==> src/em_sig_pkg.sv <==
// constants, register map and state type for the e-and-m signaling emulator
package em_sig_pkg;
  // ms tick derived from the reference clock rate
  localparam int CLK_MHZ        = 250;
  localparam int US_PER_MS      = 1000;
  localparam int TICK_CYC       = CLK_MHZ * US_PER_MS;
  // supervisory and digit timing in ms
  localparam int WINK_NOM_MS    = 250;
  localparam int WINK_TOL_MS    = 50;
  localparam int WINK_MIN_MS    = WINK_NOM_MS - WINK_TOL_MS;
  localparam int WINK_MAX_MS    = WINK_NOM_MS + WINK_TOL_MS;
  localparam int IMM_DELAY_MS   = 2000;
  localparam int DTMF_TONE_MS   = 75;
  localparam int MF_TONE_MS     = 65;
  localparam int DP_PPS         = 10;
  localparam int DP_BREAK_PCT   = 60;
  localparam int PCT_SCALE      = 100;
  localparam int MS_PER_S       = 1000;
  localparam int DP_PERIOD_MS   = MS_PER_S / DP_PPS;
  localparam int DP_BREAK_MS    = DP_PERIOD_MS * DP_BREAK_PCT / PCT_SCALE;
  localparam int DP_MAKE_MS     = DP_PERIOD_MS - DP_BREAK_MS;
  localparam int DP_IDG_TX_MS   = 700;
  localparam int DP_IDG_RX_MS   = 150;
  localparam int MAX_DIGITS     = 16;
  localparam logic [3:0] DP_MAX_PULSES = 4'hA;
  // digit formats
  localparam logic [1:0] FMT_MF   = 2'h0;
  localparam logic [1:0] FMT_DTMF = 2'h1;
  localparam logic [1:0] FMT_DP   = 2'h2;
  // e-and-m types; types II to IV use the battery and ground signal leads
  localparam logic [2:0] TYPE_I   = 3'h1;
  localparam logic [2:0] TYPE_II  = 3'h2;
  localparam logic [2:0] TYPE_III = 3'h3;
  localparam logic [2:0] TYPE_IV  = 3'h4;
  // register byte offsets
  localparam int ADR_W = 9;
  localparam logic [8:0] REG_CTRL    = 9'h000;
  localparam logic [8:0] REG_STATUS  = 9'h004;
  localparam logic [8:0] REG_WINK    = 9'h008;
  localparam logic [8:0] REG_PREWINK = 9'h00C;
  localparam logic [8:0] REG_ANSWER  = 9'h010;
  localparam logic [8:0] REG_SENDCNT = 9'h014;
  localparam logic [2:0] BLK_SEND    = 3'h1;
  localparam logic [2:0] BLK_RXA     = 3'h2;
  localparam logic [2:0] BLK_RXB     = 3'h3;
  localparam logic [2:0] BLK_RXC     = 3'h4;
  // control register fields
  localparam int C_ROLE = 0;
  localparam int C_TYPE = 1;
  localparam int C_FMT  = 4;
  localparam int C_IMM  = 6;
  localparam int C_RX   = 7;
  localparam int C_ARM  = 8;
  localparam int C_ANS  = 9;
  // call sequencer states
  typedef enum logic [3:0] {
    S_IDLE, S_RX_SEIZE, S_RX_WINK, S_RX_DIG, S_TX_WWAIT, S_TX_WINK, S_TX_DELAY,
    S_TX_NEXT, S_TX_TONE, S_TX_GAP, S_TX_BREAK, S_TX_MAKE, S_TX_IDG, S_ANS_WAIT,
    S_CONNECTED
  } state_t;
endpackage

==> src/em_ratio_div.sv <==
// sequential restoring divider for pulse rate and percent break
`timescale 1ns/1ps
module em_ratio_div
  import em_sig_pkg::*;
#(
  parameter int NW = 24,
  parameter int DW = 16
) (
  input  wire logic          ref_clk,
  input  wire logic          reset,
  input  wire logic          start,
  input  wire logic [NW-1:0] num,
  input  wire logic [DW-1:0] den,
  output logic               done,
  output logic [NW-1:0]      quo
);
  localparam int CW = $clog2(NW + 1);
  typedef struct packed {
    logic [CW-1:0] cnt;
    logic [NW-1:0] n;
    logic [NW:0]   rem;
    logic [NW-1:0] quo;
    logic          run;
    logic          done;
  } div_t;
  div_t q;
  div_t d;
  logic [NW:0] r;

  // one quotient bit per clock, done pulses with the last bit
  always_comb begin
    d = q;
    r = '0;
    d.done = 1'b0;
    if (start) begin
      d.n = num;
      d.rem = '0;
      d.quo = '0;
      d.cnt = CW'(NW);
      d.run = 1'b1;
    end else if (q.run) begin
      r = {q.rem[NW-1:0], q.n[NW-1]};
      d.n = {q.n[NW-2:0], 1'b0};
      if (r >= (NW+1)'(den)) begin
        r = r - (NW+1)'(den);
        d.quo = {q.quo[NW-2:0], 1'b1};
      end else begin
        d.quo = {q.quo[NW-2:0], 1'b0};
      end
      d.rem = r;
      d.cnt = q.cnt - CW'(1);
      if (q.cnt == CW'(1)) begin
        d.run = 1'b0;
        d.done = 1'b1;
      end
    end
  end

  // state register
  always_ff @(posedge ref_clk) begin
    if (reset) begin
      q <= '0;
    end else begin
      q <= d;
    end
  end

  assign done = q.done;
  assign quo  = q.quo;
endmodule

==> src/em_did_signaling_emulator.sv <==
// e-and-m / direct inward dial supervisory signaling emulator with wishbone registers
//
// The Wishbone interface to the registers and the address map were chosen for this implementation.
`timescale 1ns/1ps
module em_did_signaling_emulator
  import em_sig_pkg::*;
#(
  parameter int TICK_CYCLES = TICK_CYC
) (
  input  wire logic        ref_clk,
  input  wire logic        reset,
  input  wire logic        wb_cyc_i,
  input  wire logic        wb_stb_i,
  input  wire logic        wb_we_i,
  input  wire logic [31:0] wb_adr_i,
  input  wire logic [31:0] wb_dat_i,
  input  wire logic [3:0]  wb_sel_i,
  output logic [31:0]      wb_dat_o,
  output logic             wb_ack_o,
  input  wire logic        eGroundIn,
  input  wire logic        mBatteryIn,
  input  wire logic        toneRxDetect,
  input  wire logic [3:0]  toneRxCode,
  output logic             mBatteryOut,
  output logic             mGroundOut,
  output logic             eGroundOut,
  output logic             signalLeadEnable,
  output logic             toneTxOn,
  output logic [3:0]       toneTxCode,
  output logic             toneTxMf
);
  localparam int TW = $clog2(TICK_CYCLES);
  typedef struct packed {
    logic [2:0]        eSync;
    logic [2:0]        mSync;
    logic              eGnd;
    logic              mBat;
    logic [TW-1:0]     tickCnt;
    logic              tick;
    logic [9:0]        ctrl;
    logic              cRole;
    logic [2:0]        cType;
    logic [1:0]        cFmt;
    logic              cImm;
    logic              cRx;
    state_t            st;
    logic [15:0]       tmr;
    logic [15:0]       phaseMs;
    logic [15:0]       wink;
    logic [15:0]       pw;
    logic [15:0]       ans;
    logic              winkOk;
    logic              ansOk;
    logic              farPrev;
    logic              toneRxPrev;
    logic [3:0]        lastCode;
    logic              inDigit;
    logic [3:0]        pulses;
    logic [15:0]       lastBrk;
    logic [15:0]       lastMk;
    logic [4:0]        sendCnt;
    logic [15:0][3:0]  sendDig;
    logic [4:0]        txIdx;
    logic [4:0]        rxCnt;
    logic [15:0][3:0]  rxDig;
    logic [15:0][7:0]  rxPct;
    logic [15:0][7:0]  rxPps;
    logic [15:0]       rxRate;
    logic [15:0]       rxIdg;
    logic [15:0][15:0] rxBrk;
    logic [15:0][15:0] rxMk;
    logic [15:0][15:0] rxGap;
    logic [1:0]        divPh;
    logic [3:0]        divIdx;
    logic              divStart;
    logic [23:0]       divNum;
    logic [15:0]       divDen;
    logic              ownOff;
    logic              mBatOut;
    logic              mGndOut;
    logic              eGndOut;
    logic              sigLeads;
    logic              toneOn;
    logic [3:0]        toneCode;
    logic              ack;
    logic [31:0]       rdat;
  } core_t;
  core_t q;
  core_t d;
  logic        divDone;
  logic [23:0] divQuo;
  logic        far;
  logic        access;
  logic [3:0]  idx;
  logic [3:0]  ri;
  logic [15:0] toneMs;
  logic [31:0] wmask;

  em_ratio_div #(.NW(24), .DW(16)) u_div (
    .ref_clk (ref_clk),
    .reset   (reset),
    .start   (q.divStart),
    .num     (q.divNum),
    .den     (q.divDen),
    .done    (divDone),
    .quo     (divQuo)
  );

  // pins, tick, bus slave and call sequencer
  always_comb begin
    d = q;
    d.divStart = 1'b0;
    d.tick = 1'b0;
    idx = q.txIdx[3:0];
    ri = q.rxCnt[3:0];
    wmask = {{8{wb_sel_i[3]}}, {8{wb_sel_i[2]}}, {8{wb_sel_i[1]}}, {8{wb_sel_i[0]}}};
    toneMs = (q.cFmt == FMT_MF) ? 16'(MF_TONE_MS) : 16'(DTMF_TONE_MS);
    // three-stage pin synchronisers, level taken once stages two and three agree
    d.eSync = {q.eSync[1:0], eGroundIn};
    d.mSync = {q.mSync[1:0], mBatteryIn};
    if (q.eSync[2] == q.eSync[1]) d.eGnd = q.eSync[2];
    if (q.mSync[2] == q.mSync[1]) d.mBat = q.mSync[2];
    // trunk side decodes the E lead, signaling set decodes the M lead
    far = q.cRole ? q.mBat : q.eGnd;
    d.farPrev = far;
    d.toneRxPrev = toneRxDetect;
    // common millisecond tick
    if (q.tickCnt == TW'(TICK_CYCLES - 1)) begin
      d.tickCnt = '0;
      d.tick = 1'b1;
    end else begin
      d.tickCnt = q.tickCnt + TW'(1);
    end
    if (q.tick) begin
      d.tmr = q.tmr + 16'h1;
      d.phaseMs = q.phaseMs + 16'h1;
    end
    // wishbone classic slave, one wait state
    access = wb_cyc_i && wb_stb_i && !q.ack;
    d.ack = access;
    if (access && wb_we_i) begin
      if (wb_adr_i[ADR_W-1:0] == REG_CTRL) begin
        d.ctrl = 10'((32'(q.ctrl) & ~wmask) | (wb_dat_i & wmask));
      end else if (wb_adr_i[ADR_W-1:0] == REG_SENDCNT && wb_sel_i[0]) begin
        d.sendCnt = (wb_dat_i[4:0] > 5'(MAX_DIGITS)) ? 5'(MAX_DIGITS) : wb_dat_i[4:0];
      end else if (wb_adr_i[ADR_W-1:6] == BLK_SEND && wb_sel_i[0]) begin
        d.sendDig[wb_adr_i[5:2]] = wb_dat_i[3:0];
      end
    end
    if (access && !wb_we_i) begin
      d.rdat = '0;
      if (wb_adr_i[ADR_W-1:0] == REG_CTRL) begin
        d.rdat = 32'(q.ctrl);
      end else if (wb_adr_i[ADR_W-1:0] == REG_STATUS) begin
        d.rdat = {15'h0, q.ansOk, q.winkOk, q.ownOff, far, q.rxCnt, 4'h0, q.st};
      end else if (wb_adr_i[ADR_W-1:0] == REG_WINK) begin
        d.rdat = {16'h0, q.wink};
      end else if (wb_adr_i[ADR_W-1:0] == REG_PREWINK) begin
        d.rdat = {16'h0, q.pw};
      end else if (wb_adr_i[ADR_W-1:0] == REG_ANSWER) begin
        d.rdat = {16'h0, q.ans};
      end else if (wb_adr_i[ADR_W-1:0] == REG_SENDCNT) begin
        d.rdat = {27'h0, q.sendCnt};
      end else if (wb_adr_i[ADR_W-1:6] == BLK_SEND) begin
        d.rdat = {28'h0, q.sendDig[wb_adr_i[5:2]]};
      end else if (wb_adr_i[ADR_W-1:6] == BLK_RXA) begin
        d.rdat = {10'h0, q.rxIdg[wb_adr_i[5:2]], q.rxRate[wb_adr_i[5:2]],
                  q.rxPps[wb_adr_i[5:2]], q.rxPct[wb_adr_i[5:2]], q.rxDig[wb_adr_i[5:2]]};
      end else if (wb_adr_i[ADR_W-1:6] == BLK_RXB) begin
        d.rdat = {q.rxMk[wb_adr_i[5:2]], q.rxBrk[wb_adr_i[5:2]]};
      end else if (wb_adr_i[ADR_W-1:6] == BLK_RXC) begin
        d.rdat = {16'h0, q.rxGap[wb_adr_i[5:2]]};
      end
    end
    // ratio results: percent break first, then pulses per second
    if (divDone && q.divPh == 2'h1) begin
      d.rxPct[q.divIdx] = divQuo[7:0];
      d.divPh = 2'h2;
      d.divNum = 24'(MS_PER_S);
      d.divStart = 1'b1;
    end else if (divDone && q.divPh == 2'h2) begin
      d.rxPps[q.divIdx] = divQuo[7:0];
      d.divPh = 2'h0;
    end
    // call sequencer
    case (q.st)
      S_IDLE: begin
        d.ownOff = 1'b0;
        d.toneOn = 1'b0;
        d.cRole = q.ctrl[C_ROLE];
        d.cType = q.ctrl[C_TYPE +: 3];
        d.cFmt = q.ctrl[C_FMT +: 2];
        d.cImm = q.ctrl[C_IMM];
        d.cRx = q.ctrl[C_RX];
        if (q.ctrl[C_ARM]) begin
          d.wink = '0;
          d.pw = '0;
          d.ans = '0;
          d.winkOk = 1'b0;
          d.ansOk = 1'b0;
          d.rxCnt = '0;
          d.rxIdg = '0;
          d.rxRate = '0;
          d.txIdx = '0;
          d.inDigit = 1'b0;
          d.tmr = '0;
          if (q.ctrl[C_RX]) begin
            d.st = S_RX_SEIZE;
          end else begin
            d.ownOff = 1'b1;
            d.st = q.ctrl[C_IMM] ? S_TX_DELAY : S_TX_WWAIT;
          end
        end
      end
      S_RX_SEIZE: begin
        if (far) begin
          d.tmr = '0;
          d.phaseMs = '0;
          d.ownOff = !q.cImm;
          d.st = q.cImm ? S_RX_DIG : S_RX_WINK;
        end
      end
      S_RX_WINK: begin
        if (d.tmr >= 16'(WINK_NOM_MS)) begin
          d.ownOff = 1'b0;
          d.phaseMs = '0;
          d.st = S_RX_DIG;
        end
      end
      S_RX_DIG: begin
        d.ownOff = q.ctrl[C_ANS];
        if (q.rxCnt < 5'(MAX_DIGITS)) begin
          if (q.cFmt == FMT_DP) begin
            // pulses arrive on the far lead; a break is the far end going on-hook
            if (q.farPrev && !far) begin
              if (q.inDigit) begin
                d.lastMk = q.phaseMs;
              end else begin
                if (q.rxCnt != 5'h0) begin
                  d.rxGap[ri - 4'h1] = q.phaseMs;
                  d.rxIdg[ri - 4'h1] = 1'b1;
                end
                d.inDigit = 1'b1;
                d.pulses = '0;
              end
              d.phaseMs = '0;
            end else if (!q.farPrev && far && q.inDigit) begin
              d.lastBrk = q.phaseMs;
              d.pulses = q.pulses + 4'h1;
              d.phaseMs = '0;
            end else if (q.inDigit && far && q.phaseMs >= 16'(DP_IDG_RX_MS)) begin
              d.inDigit = 1'b0;
              d.rxDig[ri] = (q.pulses >= DP_MAX_PULSES) ? 4'h0 : q.pulses;
              d.rxBrk[ri] = q.lastBrk;
              d.rxMk[ri] = (q.pulses > 4'h1) ? q.lastMk : 16'h0;
              d.rxPct[ri] = '0;
              d.rxPps[ri] = '0;
              d.rxRate[ri] = q.pulses > 4'h1;
              if (q.pulses > 4'h1) begin
                d.divIdx = ri;
                d.divPh = 2'h1;
                d.divNum = 24'(q.lastBrk * PCT_SCALE);
                d.divDen = 16'(q.lastBrk + q.lastMk);
                d.divStart = 1'b1;
              end
              d.rxCnt = q.rxCnt + 5'h1;
            end
          end else begin
            // tone digits come from the tip-ring detector
            if (toneRxDetect && !q.toneRxPrev) begin
              if (q.rxCnt != 5'h0) begin
                d.rxGap[ri - 4'h1] = q.phaseMs;
                d.rxIdg[ri - 4'h1] = 1'b1;
              end
              d.lastCode = toneRxCode;
              d.phaseMs = '0;
            end else if (!toneRxDetect && q.toneRxPrev) begin
              d.rxDig[ri] = q.lastCode;
              d.rxBrk[ri] = q.phaseMs;
              d.rxMk[ri] = '0;
              d.rxRate[ri] = 1'b0;
              d.phaseMs = '0;
              d.rxCnt = q.rxCnt + 5'h1;
            end
          end
        end
      end
      S_TX_WWAIT: begin
        if (q.tick) d.pw = q.pw + 16'h1;
        if (far) begin
          d.tmr = '0;
          d.st = S_TX_WINK;
        end
      end
      S_TX_WINK: begin
        if (q.tick) d.pw = q.pw + 16'h1;
        if (!far) begin
          if (q.tmr >= 16'(WINK_MIN_MS) && q.tmr <= 16'(WINK_MAX_MS)) begin
            d.wink = q.tmr;
            d.pw = q.pw - q.tmr;
            d.winkOk = 1'b1;
            d.st = S_TX_NEXT;
          end else begin
            d.st = S_TX_WWAIT;
          end
        end
      end
      S_TX_DELAY: begin
        if (d.tmr >= 16'(IMM_DELAY_MS)) d.st = S_TX_NEXT;
      end
      S_TX_NEXT: begin
        d.tmr = '0;
        if (q.txIdx >= q.sendCnt) begin
          d.ans = '0;
          d.st = S_ANS_WAIT;
        end else if (q.cFmt == FMT_DP) begin
          d.pulses = (q.sendDig[idx] == 4'h0 || q.sendDig[idx] > DP_MAX_PULSES) ?
                     DP_MAX_PULSES : q.sendDig[idx];
          d.ownOff = 1'b0;
          d.st = S_TX_BREAK;
        end else begin
          d.toneOn = 1'b1;
          d.toneCode = q.sendDig[idx];
          d.st = S_TX_TONE;
        end
      end
      S_TX_TONE: begin
        if (d.tmr >= toneMs) begin
          d.toneOn = 1'b0;
          d.tmr = '0;
          d.txIdx = q.txIdx + 5'h1;
          d.ans = '0;
          d.st = (q.txIdx + 5'h1 >= q.sendCnt) ? S_ANS_WAIT : S_TX_GAP;
        end
      end
      S_TX_GAP: begin
        if (d.tmr >= toneMs) d.st = S_TX_NEXT;
      end
      S_TX_BREAK: begin
        if (d.tmr >= 16'(DP_BREAK_MS)) begin
          d.ownOff = 1'b1;
          d.tmr = '0;
          d.pulses = q.pulses - 4'h1;
          if (q.pulses == 4'h1) begin
            d.txIdx = q.txIdx + 5'h1;
            d.ans = '0;
            d.st = (q.txIdx + 5'h1 >= q.sendCnt) ? S_ANS_WAIT : S_TX_IDG;
          end else begin
            d.st = S_TX_MAKE;
          end
        end
      end
      S_TX_MAKE: begin
        if (d.tmr >= 16'(DP_MAKE_MS)) begin
          d.ownOff = 1'b0;
          d.tmr = '0;
          d.st = S_TX_BREAK;
        end
      end
      S_TX_IDG: begin
        if (d.tmr >= 16'(DP_IDG_TX_MS)) d.st = S_TX_NEXT;
      end
      S_ANS_WAIT: begin
        if (q.tick) d.ans = q.ans + 16'h1;
        if (far) begin
          d.ansOk = 1'b1;
          d.st = S_CONNECTED;
        end
      end
      default: begin
      end
    endcase
    if (q.st != S_IDLE && !q.ctrl[C_ARM]) begin
      d.st = S_IDLE;
      d.ownOff = 1'b0;
      d.toneOn = 1'b0;
    end
    // lead drive per role and type
    d.mBatOut = !d.cRole && d.ownOff;
    d.mGndOut = !d.cRole && !d.ownOff && (d.cType == TYPE_I || d.cType == TYPE_III);
    d.eGndOut = d.cRole && d.ownOff;
    d.sigLeads = d.cType >= TYPE_II && d.cType <= TYPE_IV;
  end

  // state register
  always_ff @(posedge ref_clk) begin
    if (reset) begin
      q <= '0;
    end else begin
      q <= d;
    end
  end

  assign wb_dat_o         = q.rdat;
  assign wb_ack_o         = q.ack;
  assign mBatteryOut      = q.mBatOut;
  assign mGroundOut       = q.mGndOut;
  assign eGroundOut       = q.eGndOut;
  assign signalLeadEnable = q.sigLeads;
  assign toneTxOn         = q.toneOn;
  assign toneTxCode       = q.toneCode;
  assign toneTxMf         = q.cFmt == FMT_MF;
endmodule

==> config.mk <==
export PLATFORM = sky130hd
export DESIGN_NAME = em_did_signaling_emulator
export DESIGN_NICKNAME = d
export VERILOG_FILES = /design/src/em_sig_pkg.sv /design/src/em_ratio_div.sv /design/src/em_did_signaling_emulator.sv
export SDC_FILE = /design/constraint.sdc
export NUM_CORES = 2
export LEC_CHECK = 0
export ABC_AREA = 1
export BUFFER_PORTS_ARGS = -buffer_cell sky130_fd_sc_hd__clkbuf_2
export CORE_MARGIN = 2
export CORE_UTILIZATION = 50
export DETAILED_ROUTE_END_ITERATION = 10
export PLACE_DENSITY = 0.63
export SLEW_MARGIN = 15
export SYNTH_ARGS = -nofsm -noshare
export SYNTH_HDL_FRONTEND = slang
export SYNTH_HIERARCHICAL = 1
export SYNTH_SLANG_ARGS = --single-unit
==> constraint.sdc <==
create_clock -name ref_clk -period 9.6 [get_ports ref_clk]
set_input_delay 0.48 -clock ref_clk [delete_from_list [all_inputs] [get_ports ref_clk]]
set_output_delay 0.48 -clock ref_clk [all_outputs]
set_load 0.01 [all_outputs]
Word-level counts from Yosys, hierarchy flattened
Cells that the tools add are included.
{"block": "classes", "reduce_logical": 81, "bitwise": 19, "n_mul": 1, "eq_ne": 71, "n_lt_le_gt_ge": 28, "add_sub_neg": 14, "muxes": 193}
{"cell": "$mux 512", "n": 5}
{"cell": "$mux 256", "n": 6}
{"cell": "$mux 1172", "n": 1}
{"cell": "$bwmux 256", "n": 4}
{"cell": "$mux 341", "n": 3}
{"cell": "$mux 800", "n": 1}
{"cell": "$mux 16", "n": 29}
{"cell": "$mux 32", "n": 13}
{"cell": "$mux 128", "n": 3}
{"cell": "$mux 47", "n": 6}
{"cell": "$and 128x128->128", "n": 2}
{"cell": "$and 256x256->256", "n": 1}
{"cell": "$bwmux 128", "n": 2}
{"cell": "$not 256->256", "n": 1}
{"cell": "$mux 69", "n": 3}
{"cell": "$bmux 16 s4", "n": 3}
{"cell": "$bwmux 64", "n": 3}
{"cell": "$demux 16 s4", "n": 2}
{"cell": "$not 128->128", "n": 1}
{"cell": "$mux 20", "n": 6}
{"cell": "$pmux 16 s7", "n": 1}
{"cell": "$pmux 16 s3", "n": 2}
{"cell": "$mux 80", "n": 1}
{"cell": "$pmux 16 s5", "n": 1}
{"cell": "101 further kinds", "n": 307}
{"block": "word_totals", "ff_bits": 1543, "output_inout_bits": 43, "elab_cells": 572, "inputBits": 80}

Longest topological paths before layout
{"block": "logic_depth", "word_depth": 14, "depth_mapped": 20}

Hierarchy
Netlist, hierarchy kept.
{"mod": "em_did_signaling_emulator", "instances": 1, "seq_area_each_um2": 29268.1, "cells_each": 10015, "area_per_inst_um2": 71723.8}
{"mod": "em_ratio_div", "instances": 1, "seq_area_each_um2": 1581.5, "cells_each": 743, "area_per_inst_um2": 4852.2}

Worst setup path after synthesis
OpenSTA, ideal clock, no wires.
{"block": "synth_path", "path_type": "flip-flop to flip-flop", "from": "register q[1309] (netlist bit)", "to": "register q[75] (netlist bit)", "t_required_ps": 9530, "setup_time_ps": 70, "stages_incl_launch_ff": 16, "arrival_time_ps": 3104, "synth_period_minus_slack_ps": 3174, "path_slack_ps": 6426, "n_path_buf": 0, "cell_sequence": "dfxtp_1 -> ha_1 -> ha_1 -> inv_1 -> fa_1 -> inv_1 -> ha_1 -> nand2_1 -> o21ai_0 -> a21oi_1 -> o21ai_0 -> a31oi_1 -> inv_1 -> nor2_1 -> or2_2 -> a21oi_1"}
{"block": "synth_between", "elab_chain_cells": 8}
{"element": "from (decl)", "line": "em_did_signaling_emulator.sv:88", "rtl": "core_t q;"}
{"element": "from (signal assigned)", "line": "em_did_signaling_emulator.sv:388", "rtl": "q <= '0;"}
{"element": "from (signal assigned)", "line": "em_did_signaling_emulator.sv:390", "rtl": "q <= d;"}
{"element": "$mul 16x5->21", "line": "em_did_signaling_emulator.sv:262", "rtl": "d.divNum = 24'(q.lastBrk * PCT_SCALE);"}
{"element": "$mux 47", "line": "em_did_signaling_emulator.sv:259", "rtl": "if (q.pulses > 4'h1) begin"}
{"element": "$mux 47", "line": "em_did_signaling_emulator.sv:251", "rtl": "end else if (q.inDigit && far && q.phaseMs >= 16'(DP_IDG_RX_MS)) begin"}
{"element": "$mux 47", "line": "em_did_signaling_emulator.sv:247", "rtl": "end else if (!q.farPrev && far && q.inDigit) begin"}
{"element": "$mux 47", "line": "em_did_signaling_emulator.sv:235", "rtl": "if (q.farPrev && !far) begin"}
{"element": "$mux 47", "line": "em_did_signaling_emulator.sv:233", "rtl": "if (q.cFmt == FMT_DP) begin"}
{"element": "$mux 1172", "line": "em_did_signaling_emulator.sv:232", "rtl": "if (q.rxCnt < 5'(MAX_DIGITS)) begin"}
{"element": "$mux 47", "line": "em_did_signaling_emulator.sv:186", "rtl": "case (q.st)"}
Every way passes these cells. The select of a mux whose other input is x is not followed.
A chain may end at the register's enable or synchronous reset.

Final worst setup path
{"block": "layout_path", "from": "register q[1382] (netlist bit)", "to": "register q[383] (netlist bit)"}
{"block": "layout_between", "elab_chain_cells": 4}
{"element": "$ge 16x8->1", "line": "em_did_signaling_emulator.sv:251"}
{"element": "$logic_and 1x1->1", "line": "em_did_signaling_emulator.sv:251"}
{"element": "$ne 2x1->1 (no line)"}
{"element": "$reduce_and 7->1 (no line)"}
Every way passes these cells.

==> summary.md <==
| Metric | Value |
|---|---|
| Post-Syn Area | `75900 µm²` |
| Row count | `between 100 and 150` |
| Pre-CTS setup slack | `4.05 ns` |
| Cells after DPL | `roughly 12000` |
| First-pass detailed-route iteration total | `8` |
| Worst Path Required | `10.23 ns` |
| GRT Total Usage | `33.1%` |
| Peak supply drop | `approximately 0.13 mV` |
| Max cap viols | `0` |
| Worst Clk Skew | `0.0384 ns` |
| Area delta synth->final | `8.50%` |
| Worst Tran Pin Value | `1.22 ns` |
| Slew HR | `between 10% and 20%` |
| Hold Crit Class | `in -> reg` |
| Routability congestion estimate | `around 0.94` |
| ANT nets after route | `0` |
| Crit path from | `q[1382]$_SDFF_PP0_` |
| Layout Nets | `about 10000` |
| WHS | `0.0422 ns` |
| Vias post-DR | `approximately 74000` |
| CTS root buf | `clkbuf_16` |
| PostCTS Resize Cnt | `0` |
| Top Ports | `123` |
| Max Root-Sink Buffers | `3` |
| Worst Hold Launch | `wb_dat_i[9]` |
| Fillers | `approximately 15000` |
| Initial core utilization | `50.2%` |
| Endpoints failing setup | `0` |
| Buffers on Ports | `75` |
| Status | `complete, no violations` |
| CTS clk-pin slew, worst paths | `0.06 ns` |
| WS Path Type | `reg -> reg` |
| Critical Path End Type | `flop` |
| Avg Cell Area, Syn | `~7.1 µm²` |
| Initial antenna violation count | `11` |
| RSZ-0062 raised after global routing | `false` |
| M1 GR Usage | `a little under half` |
| H-tree levels | `4` |
| Synth Warn # | `6` |
| Cts bufs inserted | `168` |
| Final Hold Vio Count | `0` |
| CTS Sinks | `roughly 1500` |
| CP max FO | `38` |
| Largest net degree at the start of global routing | `186` |
| Achievable Freq | `179 MHz` |
| Setup bufs post-CTS | `0` |
| DRC viols | `0` |
| TritonCTS clock tree | `yes` |
| WL per Instance | `between 20 and 25 µm` |
| Die W | `roughly 400 µm` |
| Core Util, Final | `54.4%` |
| Iter 0 DRT Violations | `8400` |
| CP startpoint kind | `flop` |
| Leakage | `~33 nW` |
| Slew Limit Fails | `0` |
| GRT Max-Usage Layer | `met2` |
| Non-Filler Instances | `12400` |
| Vias/cell | `slightly below 6` |
| Mapped Nets | `~11000` |
| Min cycle time layout | `roughly 5.6 ns` |
| Core area | `151000 µm²` |
| Final Worst Setup Slack | `~4.0 ns` |
| Die ar. | `about 160000 µm²` |
| Gr ovfl total | `0` |
| Die Height | `just under 400 µm` |
| Power Dens Cells | `~180 nW/µm²` |
| Worst EP arrival | `just over 6 ns` |
| Grt met3 use | `about 5.2%` |
| First-pass GRT wire length | `about 410 mm` |
| Met2 usage | `approximately half` |
| Vias in the first global route | `slightly below 70000` |
| Setup TNS | `0 ns` |
| DP Wirelength | `~170 mm` |
| Hold_buf cts | `8` |
| Crit share post-route | `~58%` |
| Total wire length | `approximately 270 mm` |
| FF-to-FF Start | `q[1382]$_SDFF_PP0_` |
| Worst-Skew Late Latency | `0.81 ns` |
| Layout cells sized above 1 | `6.12%` |
| Mapped Cells | `around 11000` |
[sequential cells by signal, summed over array words and instances, names as in the netlist, named ones only]
name              flops
idx                   4
d                     4
q                  1402
eGroundOut            1
u_div/q              54
u_div/quo             8
mGroundOut            1
toneTxOn              1
wb_dat_o             32
wb_ack_o              1
toneTxCode            4
u_div/done            1
mBatteryOut           1
signalLeadEnable      1
[cell type report]
class	instances	area, µm²	area share, %
Antenna cell	1	2.50	0.00304
Multi-Input combinational cell	6916	36600	44.5
Timing Repair Buffer	226	1630	1.97
Inverter	1434	5390	6.55
Clock buffer	257	5060	6.15
Clock inverter	44	598	0.726
Tap cell	2030	2540	3.08
Sequential cell	1525	30500	37.1
[through the flow]
stage | total power, mW | instance area [µm²]
after global placement | 8.13 | 76600
after detailed placement | 8.14 | 76600
final | 14.7 | 82400
after global routing | 15.2 | 82400
after floorplan | 7.59 | 75900
after CTS | 14.8 | 82400
[worst max-delay path: stages (launching register included)]
cell	delay, ns
dfxtp_1	0.93
inv_1	0.32
ha_1	0.30
nand2_1	0.06
nand3_1	0.07
nand2_1	0.07
nand3_1	0.08
nand2_1	0.07
nand3_1	0.15
nand2_1	0.26
nand2_1	0.61
nand3_2	1.05
nand2_1	0.91
o21ai_0	0.44
a31oi_1	0.07
[where the power goes]
group / internal, mW / switching (mW) / leakage, nW / total (mW)
clock: 3.89 / 2.79 / 2.79 / 6.67
sequential: 6.38 / 0.0549 / 12.3 / 6.44
combinational: 0.359 / 1.27 / 18.3 / 1.63
total: 10.6 / 4.11 / 33.4 / 14.7
[final timing paths]
kind / endpoint / slack, ns / cells after the start
worst max-delay path: q[383]$_SDFFE_PP0P_ / 4.03 / 14
worst min-delay path: flop / 0.04 / 3
worst max register to register: q[383]$_SDFFE_PP0P_ / 4.03 / 14
worst min register to register: d[1462]$_SDFF_PP0_ / 0.40 / 2
[cells in the final DEF, fill, tap and decap left out, types with 27 or more instances in the layout]
cell	instances
o221ai_1	41
clkbuf_2	74
xnor2_1	27
nand3_1	395
dfxtp_1	1524
clkbuf_8	44
nor3_1	107
nand4_1	95
clkbuf_1	41
a31oi_1	73
ha_1	132
clkbuf_16	172
o211ai_1	271
a211oi_1	30
a22oi_1	437
o21ai_1	59
inv_1	1402
a21oi_1	1307
o22ai_1	271
nand2_1	1810
xor2_1	64
o21ai_0	989
nor2_1	550
buf_4	136
[layer usage]
metal | up-vias | share of wire [%]
met5 | - | 0.019
met4 | 8 | 4.1
met3 | 539 | 9.1
met2 | 3305 | 44
met1 | 35100 | 43
li1 | 35100 | -
(Power assumes the default switching activity.)
